==> src/verilog/sdio_pkg.sv <==
// package: function codes, field layouts and reset values for the servo digital i/o decoder
// What this block does
// - rising edge on home-move input in internal position mode starts a home move
// - jog-forward input held active jogs forward in all modes except CAN
// - jog-reverse input held active jogs reverse in all modes except CAN
// - in external pulse mode two gear select inputs form the numerator index
// - in external pulse mode pulse inhibit input blocks and stops counting pulses
// - an input assigned function value zero is disabled and triggers nothing
// - ready output only when ready to run and no alarm present
// - power-on output whenever control power applied, regardless of alarm
// - zero-speed output while speed at or below range, clears above range
// - target-speed output asserts once speed reaches target speed
// - target-speed output stays until speed falls below target
// - internal position mode and external pulse mode are distinguished
package sdio_pkg;
	localparam int NUM_DI = 8;
	localparam int FUNC_W = 8;
	localparam int SPEED_W = 16;
	localparam int PULSE_CNT_W = 32;
	// input function codes
	localparam logic [7:0] FN_NONE = 8'h00;
	localparam logic [7:0] FN_GO_HOME = 8'h27;
	localparam logic [7:0] FN_JOG_FWD = 8'h37;
	localparam logic [7:0] FN_JOG_REV = 8'h38;
	localparam logic [7:0] FN_GEAR0 = 8'h43;
	localparam logic [7:0] FN_GEAR1 = 8'h44;
	localparam logic [7:0] FN_INHIBIT = 8'h45;
	// output function codes
	localparam logic [7:0] FO_READY = 8'h01;
	localparam logic [7:0] FO_PWR_ON = 8'h02;
	localparam logic [7:0] FO_ZERO_SPD = 8'h03;
	localparam logic [7:0] FO_TGT_SPD = 8'h04;
	localparam logic [15:0] ZERO_SPD_RANGE_RST = 16'h000A;
	localparam int INHIBIT_DI_REC = 7;

	typedef enum logic [1:0] {
		SDIO_MODE_PR  = 2'b00,
		SDIO_MODE_PT  = 2'b01,
		SDIO_MODE_CAN = 2'b11,
		SDIO_MODE_OTH = 2'b10
	} sdio_mode_t;

	typedef struct packed {
		logic       goHome;
		logic       jogFwd;
		logic       jogRev;
		logic [1:0] gearSel;
		logic       pulseInhibit;
	} sdio_cmd_t;

	typedef struct packed {
		logic readyOut;
		logic powerOnOut;
		logic zeroSpeedOut;
		logic targetReachedOut;
	} sdio_stat_t;
endpackage

==> src/verilog/sdio_io_functions.sv <==
// module: servo digital input decode and status output generation
`timescale 1ns/1ps
module sdio_io_functions
	import sdio_pkg::*;
(
	input  wire logic                          clk,
	input  wire logic                          nrst,
	input  wire logic [NUM_DI-1:0]             diPins,
	input  wire logic [NUM_DI-1:0][FUNC_W-1:0] diFunc,
	input  wire sdio_mode_t                    ctrlMode,
	input  wire logic                          ctrlPowerOn,
	input  wire logic                          runReady,
	input  wire logic                          alarmActive,
	input  wire logic [SPEED_W-1:0]            motorSpeed,
	input  wire logic [SPEED_W-1:0]            zeroSpeedRange,
	input  wire logic [SPEED_W-1:0]            targetSpeed,
	input  wire logic                          extPulse,
	output sdio_cmd_t                          cmdOut,
	output sdio_stat_t                         statOut,
	output logic [PULSE_CNT_W-1:0]             pulseCount
);

	// ----------------------------------------
	// input synchronisers and edge detect
	// ----------------------------------------
	logic [NUM_DI-1:0] syncA_q, syncA_d, syncB_q, syncB_d, prev_q, prev_d;

	always_comb begin
		syncA_d = diPins;
		syncB_d = syncA_q;
		prev_d = syncB_q;
	end

	always_ff @(posedge clk) begin
		if (!nrst) begin
			syncA_q <= '0;
			syncB_q <= '0;
			prev_q <= '0;
		end else begin
			syncA_q <= syncA_d;
			syncB_q <= syncB_d;
			prev_q <= prev_d;
		end
	end

	// ----------------------------------------
	// function decode
	// ----------------------------------------
	logic [NUM_DI-1:0] hitHome, hitJogF, hitJogR, hitG0, hitG1, hitInh;
	logic [NUM_DI-1:0] mHome, mFwd, mRev, mG0, mG1, mInh;

	genvar gi;
	generate
		for (gi = 0; gi < NUM_DI; gi++) begin : g_di
			// zero never matches a code, so an unassigned input does nothing
			logic en;
			assign en = (diFunc[gi] != FN_NONE);
			assign hitHome[gi] = en && diFunc[gi] == FN_GO_HOME
				&& syncB_q[gi] && !prev_q[gi];
			assign hitJogF[gi] = en && diFunc[gi] == FN_JOG_FWD && syncB_q[gi];
			assign hitJogR[gi] = en && diFunc[gi] == FN_JOG_REV && syncB_q[gi];
			assign hitG0[gi] = en && diFunc[gi] == FN_GEAR0 && syncB_q[gi];
			assign hitG1[gi] = en && diFunc[gi] == FN_GEAR1 && syncB_q[gi];
			assign hitInh[gi] = en && diFunc[gi] == FN_INHIBIT && syncB_q[gi];
			assign mHome[gi] = (diFunc[gi] == FN_GO_HOME);
			assign mFwd[gi] = (diFunc[gi] == FN_JOG_FWD);
			assign mRev[gi] = (diFunc[gi] == FN_JOG_REV);
			assign mG0[gi] = (diFunc[gi] == FN_GEAR0);
			assign mG1[gi] = (diFunc[gi] == FN_GEAR1);
			assign mInh[gi] = (diFunc[gi] == FN_INHIBIT);

			// per input: the synced level reaches its output one edge later
			chk_home_rise_fires: assert property (@(posedge clk) disable iff (!nrst)
				(isPr && diFunc[gi] == FN_GO_HOME && $rose(syncB_q[gi]))
				|=> cmdOut.goHome)
				else $error("home edge missed");

			chk_jog_fwd_level: assert property (@(posedge clk) disable iff (!nrst)
				(ctrlMode != SDIO_MODE_CAN && diFunc[gi] == FN_JOG_FWD && syncB_q[gi])
				|=> cmdOut.jogFwd)
				else $error("jog fwd level missed");

			chk_jog_rev_level: assert property (@(posedge clk) disable iff (!nrst)
				(ctrlMode != SDIO_MODE_CAN && diFunc[gi] == FN_JOG_REV && syncB_q[gi])
				|=> cmdOut.jogRev)
				else $error("jog rev level missed");

			chk_gear_low_level: assert property (@(posedge clk) disable iff (!nrst)
				(ctrlMode == SDIO_MODE_PT && diFunc[gi] == FN_GEAR0 && syncB_q[gi])
				|=> cmdOut.gearSel[0])
				else $error("gear bit 0 missed");

			chk_gear_high_level: assert property (@(posedge clk) disable iff (!nrst)
				(ctrlMode == SDIO_MODE_PT && diFunc[gi] == FN_GEAR1 && syncB_q[gi])
				|=> cmdOut.gearSel[1])
				else $error("gear bit 1 missed");

			chk_inhibit_level: assert property (@(posedge clk) disable iff (!nrst)
				(ctrlMode == SDIO_MODE_PT && diFunc[gi] == FN_INHIBIT && syncB_q[gi])
				|=> cmdOut.pulseInhibit)
				else $error("inhibit level missed");

			chk_unassigned_quiet: assert property (@(posedge clk) disable iff (!nrst)
				diFunc[gi] == FN_NONE
				|-> !(hitHome[gi] || hitJogF[gi] || hitJogR[gi] || hitG0[gi] || hitG1[gi] || hitInh[gi]))
				else $error("unassigned input decoded");
		end
	endgenerate

	// ----------------------------------------
	// command and status outputs
	// ----------------------------------------
	sdio_cmd_t cmd_q, cmd_d;
	sdio_stat_t stat_q, stat_d;
	logic [PULSE_CNT_W-1:0] cnt_q, cnt_d;
	logic isPr, isPt, notCan;

	assign isPr = (ctrlMode == SDIO_MODE_PR);
	assign isPt = (ctrlMode == SDIO_MODE_PT);
	assign notCan = (ctrlMode != SDIO_MODE_CAN);

	// ----------------------------------------
	// command group: decoded levels and the home pulse
	// ----------------------------------------
	always_comb begin
		cmd_d.goHome = isPr && |hitHome;
		cmd_d.jogFwd = notCan && |hitJogF;
		cmd_d.jogRev = notCan && |hitJogR;
		// gear index holds 0 outside pulse mode
		cmd_d.gearSel = isPt ? {|hitG1, |hitG0} : 2'h0;
		cmd_d.pulseInhibit = isPt && |hitInh;
	end

	always_ff @(posedge clk) begin
		if (!nrst) begin
			cmd_q <= '0;
		end else begin
			cmd_q <= cmd_d;
		end
	end

	// ----------------------------------------
	// status group: power, ready and speed compares
	// ----------------------------------------
	always_comb begin
		stat_d.readyOut = ctrlPowerOn && runReady && !alarmActive;
		stat_d.powerOnOut = ctrlPowerOn;
		stat_d.zeroSpeedOut = (motorSpeed <= zeroSpeedRange);
		// reached sets at target, held until speed drops below target
		stat_d.targetReachedOut = (motorSpeed >= targetSpeed);
	end

	always_ff @(posedge clk) begin
		if (!nrst) begin
			stat_q <= '0;
		end else begin
			stat_q <= stat_d;
		end
	end

	// ----------------------------------------
	// pulse counter group
	// ----------------------------------------
	always_comb begin
		cnt_d = cnt_q;
		// the inhibit sample lags its pin by the synchroniser; pulses in that gap still count
		if (extPulse && !(isPt && |hitInh)) begin
			cnt_d = cnt_q + 32'h0000_0001;
		end
	end

	always_ff @(posedge clk) begin
		if (!nrst) begin
			cnt_q <= '0;
		end else begin
			cnt_q <= cnt_d;
		end
	end

	assign cmdOut = cmd_q;
	assign statOut = stat_q;
	assign pulseCount = cnt_q;

	// ----------------------------------------
	// checks
	// ----------------------------------------
	chk_home_one_pulse: assert property (@(posedge clk) disable iff (!nrst)
		cmdOut.goHome |=> !cmdOut.goHome) else $error("home pulse longer than one cycle");
	chk_home_mode_gate: assert property (@(posedge clk) disable iff (!nrst)
		cmdOut.goHome |-> $past(isPr)) else $error("home outside internal position");
	chk_jog_fwd_can: assert property (@(posedge clk) disable iff (!nrst)
		$past(ctrlMode) == SDIO_MODE_CAN |-> !cmdOut.jogFwd) else $error("jog fwd in CAN");
	chk_jog_rev_can: assert property (@(posedge clk) disable iff (!nrst)
		$past(ctrlMode) == SDIO_MODE_CAN |-> !cmdOut.jogRev) else $error("jog rev in CAN");
	chk_gear_pt_only: assert property (@(posedge clk) disable iff (!nrst)
		!$past(isPt) |-> cmdOut.gearSel == 2'h0) else $error("gear outside pulse mode");
	chk_inhibit_count: assert property (@(posedge clk) disable iff (!nrst)
		(isPt && |hitInh) |=> $stable(pulseCount)) else $error("pulse counted inhibited");
	chk_zero_func_off: assert property (@(posedge clk) disable iff (!nrst)
		(diFunc == '0) [*2] |=> !cmdOut.jogFwd && !cmdOut.goHome) else $error("unassigned fired");
	chk_ready_alarm: assert property (@(posedge clk) disable iff (!nrst)
		alarmActive |=> !statOut.readyOut) else $error("ready during alarm");
	chk_power_on: assert property (@(posedge clk) disable iff (!nrst)
		ctrlPowerOn |=> statOut.powerOnOut) else $error("power output missing");
	chk_zero_speed: assert property (@(posedge clk) disable iff (!nrst)
		(motorSpeed > zeroSpeedRange) |=> !statOut.zeroSpeedOut) else $error("zero speed wrong");
	chk_target_hold: assert property (@(posedge clk) disable iff (!nrst)
		(motorSpeed >= targetSpeed) |=> statOut.targetReachedOut) else $error("target not set");

	// ----------------------------------------
	// checks: outputs against their sources
	// ----------------------------------------
	chk_jog_fwd_src: assert property (@(posedge clk) disable iff (!nrst)
		cmdOut.jogFwd
		|-> $past((syncB_q & mFwd) != '0))
		else $error("jog fwd without input");

	chk_jog_rev_src: assert property (@(posedge clk) disable iff (!nrst)
		cmdOut.jogRev
		|-> $past((syncB_q & mRev) != '0))
		else $error("jog rev without input");

	chk_gear_index: assert property (@(posedge clk) disable iff (!nrst)
		$past(ctrlMode) == SDIO_MODE_PT
		|-> cmdOut.gearSel == {$past((syncB_q & mG1) != '0), $past((syncB_q & mG0) != '0)})
		else $error("gear index wrong");

	chk_gear_idle: assert property (@(posedge clk) disable iff (!nrst)
		($past(ctrlMode) == SDIO_MODE_PT && $past((syncB_q & (mG0 | mG1)) == '0))
		|-> cmdOut.gearSel == 2'h0)
		else $error("gear index without inputs");

	chk_inhibit_mode: assert property (@(posedge clk) disable iff (!nrst)
		$past(ctrlMode) != SDIO_MODE_PT
		|-> !cmdOut.pulseInhibit)
		else $error("inhibit outside pulse mode");

	chk_count_step: assert property (@(posedge clk) disable iff (!nrst)
		(extPulse && !(ctrlMode == SDIO_MODE_PT && (syncB_q & mInh) != '0))
		|=> pulseCount == $past(pulseCount) + 32'h0000_0001)
		else $error("pulse not counted");

	chk_count_idle: assert property (@(posedge clk) disable iff (!nrst)
		!extPulse
		|=> $stable(pulseCount))
		else $error("count moved without pulse");

	chk_home_needs_rise: assert property (@(posedge clk) disable iff (!nrst)
		cmdOut.goHome
		|-> ($past(syncB_q & mHome) & ~$past(syncB_q, 2)) != '0)
		else $error("home without rising edge");

	chk_home_pt_off: assert property (@(posedge clk) disable iff (!nrst)
		$past(ctrlMode) == SDIO_MODE_PT
		|-> !cmdOut.goHome)
		else $error("home in pulse mode");

	chk_ready_set: assert property (@(posedge clk) disable iff (!nrst)
		(ctrlPowerOn && runReady && !alarmActive)
		|=> statOut.readyOut)
		else $error("ready missing");

	chk_ready_not_run: assert property (@(posedge clk) disable iff (!nrst)
		!runReady
		|=> !statOut.readyOut)
		else $error("ready while not runnable");

	chk_ready_unpowered: assert property (@(posedge clk) disable iff (!nrst)
		!ctrlPowerOn
		|=> !statOut.readyOut)
		else $error("ready without power");

	chk_power_off: assert property (@(posedge clk) disable iff (!nrst)
		!ctrlPowerOn
		|=> !statOut.powerOnOut)
		else $error("power output without power");

	chk_power_alarm: assert property (@(posedge clk) disable iff (!nrst)
		(ctrlPowerOn && alarmActive)
		|=> statOut.powerOnOut && !statOut.readyOut)
		else $error("power output wrong in alarm");

	chk_zero_set: assert property (@(posedge clk) disable iff (!nrst)
		(motorSpeed <= zeroSpeedRange)
		|=> statOut.zeroSpeedOut)
		else $error("zero speed missing");

	chk_target_clear: assert property (@(posedge clk) disable iff (!nrst)
		(motorSpeed < targetSpeed)
		|=> !statOut.targetReachedOut)
		else $error("target held below target");

	// ----------------------------------------
	// coverage
	// ----------------------------------------

	cov_home_move: cover property (@(posedge clk) disable iff (!nrst) cmdOut.goHome);
	cov_jog_both: cover property (@(posedge clk) disable iff (!nrst) cmdOut.jogFwd ##1 cmdOut.jogRev);
	cov_gear_three: cover property (@(posedge clk) disable iff (!nrst) cmdOut.gearSel == 2'h3);
	cov_inhibit: cover property (@(posedge clk) disable iff (!nrst) cmdOut.pulseInhibit && extPulse);
	cov_target_drop: cover property (@(posedge clk) disable iff (!nrst)
		statOut.targetReachedOut ##1 !statOut.targetReachedOut);
endmodule

==> config.mk <==
export PLATFORM = sky130hd
export DESIGN_NAME = sdio_io_functions
export DESIGN_NICKNAME = d
export VERILOG_FILES = /design/src/verilog/sdio_pkg.sv /design/src/verilog/sdio_io_functions.sv
export SDC_FILE = /design/constraint.sdc
export NUM_CORES = 1
export LEC_CHECK = 0
export BUFFER_PORTS_ARGS = -buffer_cell sky130_fd_sc_hd__buf_4
export CORE_MARGIN = 2
export CORE_UTILIZATION = 46
export CTS_BUF_LIST = sky130_fd_sc_hd__clkbuf_4 sky130_fd_sc_hd__clkbuf_8
export DETAILED_ROUTE_END_ITERATION = 12
export PLACE_DENSITY = 0.83
export SYNTH_ARGS = -nofsm -noshare
export SYNTH_HDL_FRONTEND = slang
export SYNTH_SLANG_ARGS = --single-unit
export TNS_END_PERCENT = 100
==> constraint.sdc <==
create_clock -name clk -period 2.2 [get_ports clk]
set_input_delay 0.11 -clock clk [delete_from_list [all_inputs] [get_ports clk]]
set_output_delay 0.11 -clock clk [all_outputs]
set_load 0.02 [all_outputs]
==> results.md <==
* FP Rows at 34
* Worst slew pin tran at 0.569 ns
* Req. time, crit path at 2.48 ns
* #FFs+latches synth at 66
* Failing checks: negative setup slack
* I/O Buffers at 169
* TritonCTS Buffers at 9
* Post-Syn Instances at 500
* DR vias/cell at 5.60
* Setup TNS at -0.282 ns
* Endpoint of the lowest-slack register-to-register path: pulseCount[8]
* Design Power at 2.64 mW
* Syn avg cell area at 8.43 µm²
* Part of the cycle the worst path needs at 1.04
* Gr usage total at 0.269
* CTS sink cnt at 66
* DRC viols at 0
* RSZ-0062 raised after global routing: true
* Syn Nets at roughly 660
* Static Leak at 2.91 nW
* EDFF count, synth at 0
* Total I/O pin count at 170
* Hold Startpoint: runReady
* Post-synthesis sequential area ratio at 0.313
* Pint at between 1.5 and 2 mW
* CTS clk-pin slew, worst paths at approximately 0.07 ns
* Synth cell count leaders: dfxtp_1 (66), inv_1 (45), and2_1 (35)
* Clock root cell: clkbuf_8
* Finished Core Util at 0.727
* CP Class: flip-flop to flip-flop
* Grt ovf at 0
* Hold slack final at between 0.02 and 0.025 ns
* Yosys top cell by area: dfxtp_1
* Share of cells above drive strength 1 at 0.377
* Arr. time, crit path at 2.57 ns
* Synth warn at 0
* Core area at 8810 µm²
* Die W at 99.7 µm
* Switching Power at 0.708 mW
* Pin count of the biggest net entering global routing at 41
* Clk buf depth at 2
* Area grow syn2layout at 51.8%
* Switching portion of total power at 0.268
* HP Class: primary input to flip-flop
* Routed Antenna Nets at 0
* Asr flop ratio synth at 0
* Synth unique cells at 58
* First-pass DRT Iterations at 5
* Area share of the largest cell type after synthesis at 0.313
* Count leader, synth: dfxtp_1
* Post-DP HPWL at around 10000 µm
* Endpoint type of the worst setup path: flip-flop
* Worst slew margin at 0.618
* Highest clock rate at 0.436 GHz
* Power share of the clock group at 0.340
* Vias in the first global route at 4793
* VDD IR max at 0.270 mV
* Final hold vios at 0
* Worst reg2reg setup slack at -0.09 ns
* Final slew viol count at 0
* Share of power burned in registers at 0.467
* Finish-stage setup viols at 9
* Reg2reg start: prev_d[3]
* Crit path time final at 2.29 ns
* First-pass GRT wire length at 21600 µm
* Die Area at 9950 µm²
* H-tree lvl count at 3
* Initial cell density of the core at 0.479
* Routed wire per std cell at 15.9 µm
* CP Launch Type: flip-flop
* Via count at 4753
* Outcome: finished, violations left
* Top_reg_cell synth: dfxtp_1
* Area contributors post-synth: dfxtp_1 (31%), ha_1 (9.8%), and2_1 (5.2%)
* Cells on worst reg2reg path at 9
* Initial antenna violation count at 0
* Hold EP: statOut[3]
* Clock Latency Late Sink at roughly 0.34 ns
* Setup Slack @ Placement at -0.120 ns
* PwrDens at 413 nW/µm²
* Worst setup margin at -0.0931 ns
* Power share of the combinational group at 0.194
* Worst Path Max Fanout at 4
* Initial DRC Count at ~200
* Hold Path Cell Cnt at 2
* Die Ht at 99.7 µm
* N_diodes at 0
* Final-stage net count at 898
* Max-cap viol count at 0
* Final Wtd Congestion at 0.954
* Post-detailed-routing wire length at 13500 µm
* Clock Skews at between 0.015 and 0.02 ns
* Syn Std Cell Area at 4220 µm²
* CTS tree: built
placed cells by master (no fill, tap or decap), types with 10 or more instances in the layout:
| cell type | n |
|---|---|
| dfxtp_1 | 58 |
| clkbuf_8 | 10 |
| nand2_1 | 23 |
| ha_1 | 33 |
| nor3_1 | 10 |
| nor4_1 | 11 |
| nand4_1 | 26 |
| buf_4 | 222 |
| o21ai_0 | 13 |
| nand2b_1 | 13 |
| inv_1 | 45 |
| nor2_1 | 26 |
| dlygate4sd3_1 | 11 |
| a21oi_1 | 22 |
| nand3_1 | 27 |
| and2_1 | 34 |
logic make-up after synthesis:
family	count (synthesis)	synth area share
AND/OR/NAND/NOR	251	0.376
multiplexers	1	0.00237
buffers and inverters	56	0.0534
AO/OA/AOI/OAI	79	0.128
XOR/XNOR	14	0.0291
adder cells (fa/ha/maj)	33	0.0980
flip-flops	66	0.313
registers in the layout, indices dropped and copies added, names as in the netlist:
register / cells
syncA_q: 8
cmdOut: 6
statOut: 4
pulseCount: 32
prev_q: 8
prev_d: 8
worst max-delay path, stage by stage, from the launching register on:
cell and delay (ns):
dfxtp_2 0.33, nor4bb_4 0.17, nand4b_1 0.10, nand4_1 0.23
o311ai_4 0.36, buf_12 0.16, nand4_1 0.21, buf_4 0.23
or3_4 0.32, a21oi_2 0.12
power groups by stage:
stage / sequential (mW) / combinational [mW] / clock (mW)
2_1_floorplan: 1.27 / 0.181 / 0
3_3_place_gp: 1.26 / 0.465 / 0
3_5_place_dp: 1.26 / 0.482 / 0
4_1_cts: 1.23 / 0.500 / 0.912
5_1_grt: 1.23 / 0.562 / 0.955
6_report: 1.23 / 0.511 / 0.897
routing by layer:
metal  global-route usage  part of all wire  vias up
li1                     -                 -     2311
met4                0.150             0.041        0
met2                0.473              0.49      221
met1                0.308              0.39     2177
met3               0.0464             0.072       44
met5                    0                 0        -
worst max path at each step:
stage	start	end	slack, ns
6_report	prev_d[3]	pulseCount[8]	-0.09
5_1_grt	prev_d[3]	pulseCount[8]	-0.12
2_1_floorplan	pulseCount[11]	pulseCount[31]	-0.05
3_3_place_gp	diFunc[5]	pulseCount[10]	-0.07
4_1_cts	prev_d[3]	pulseCount[10]	-0.07
3_5_place_dp	diFunc[5]	pulseCount[30]	-0.12
what timing repair did:
action,CTS,global route
pin swaps,5,8
buffers inserted,10,5
hold buffers,11,0
hold endpoints to repair,10,0
setup endpoints to repair,7,29
cloned,0,0
resized for setup,2,22
per-stage QoR:
stage	cells	cell area [µm²]
6_report	848	6400
5_1_grt	848	6400
4_1_cts	843	6250
3_5_place_dp	808	5890
3_3_place_gp	808	5890
2_1_floorplan	500	4220
area by class of cell:
type | instances | area, µm²
Sequential cell | 66 | 1330
Clock inverter | 4 | 28.8
Multi-Input combinational cell | 378 | 2780
Tap cell | 108 | 135
Inverter | 46 | 173
Timing Repair Buffer | 236 | 1820
Fill cell | 651 | 2410
Clock buffer | 10 | 138
No activity file was read; power rests on OpenSTA's default activity.
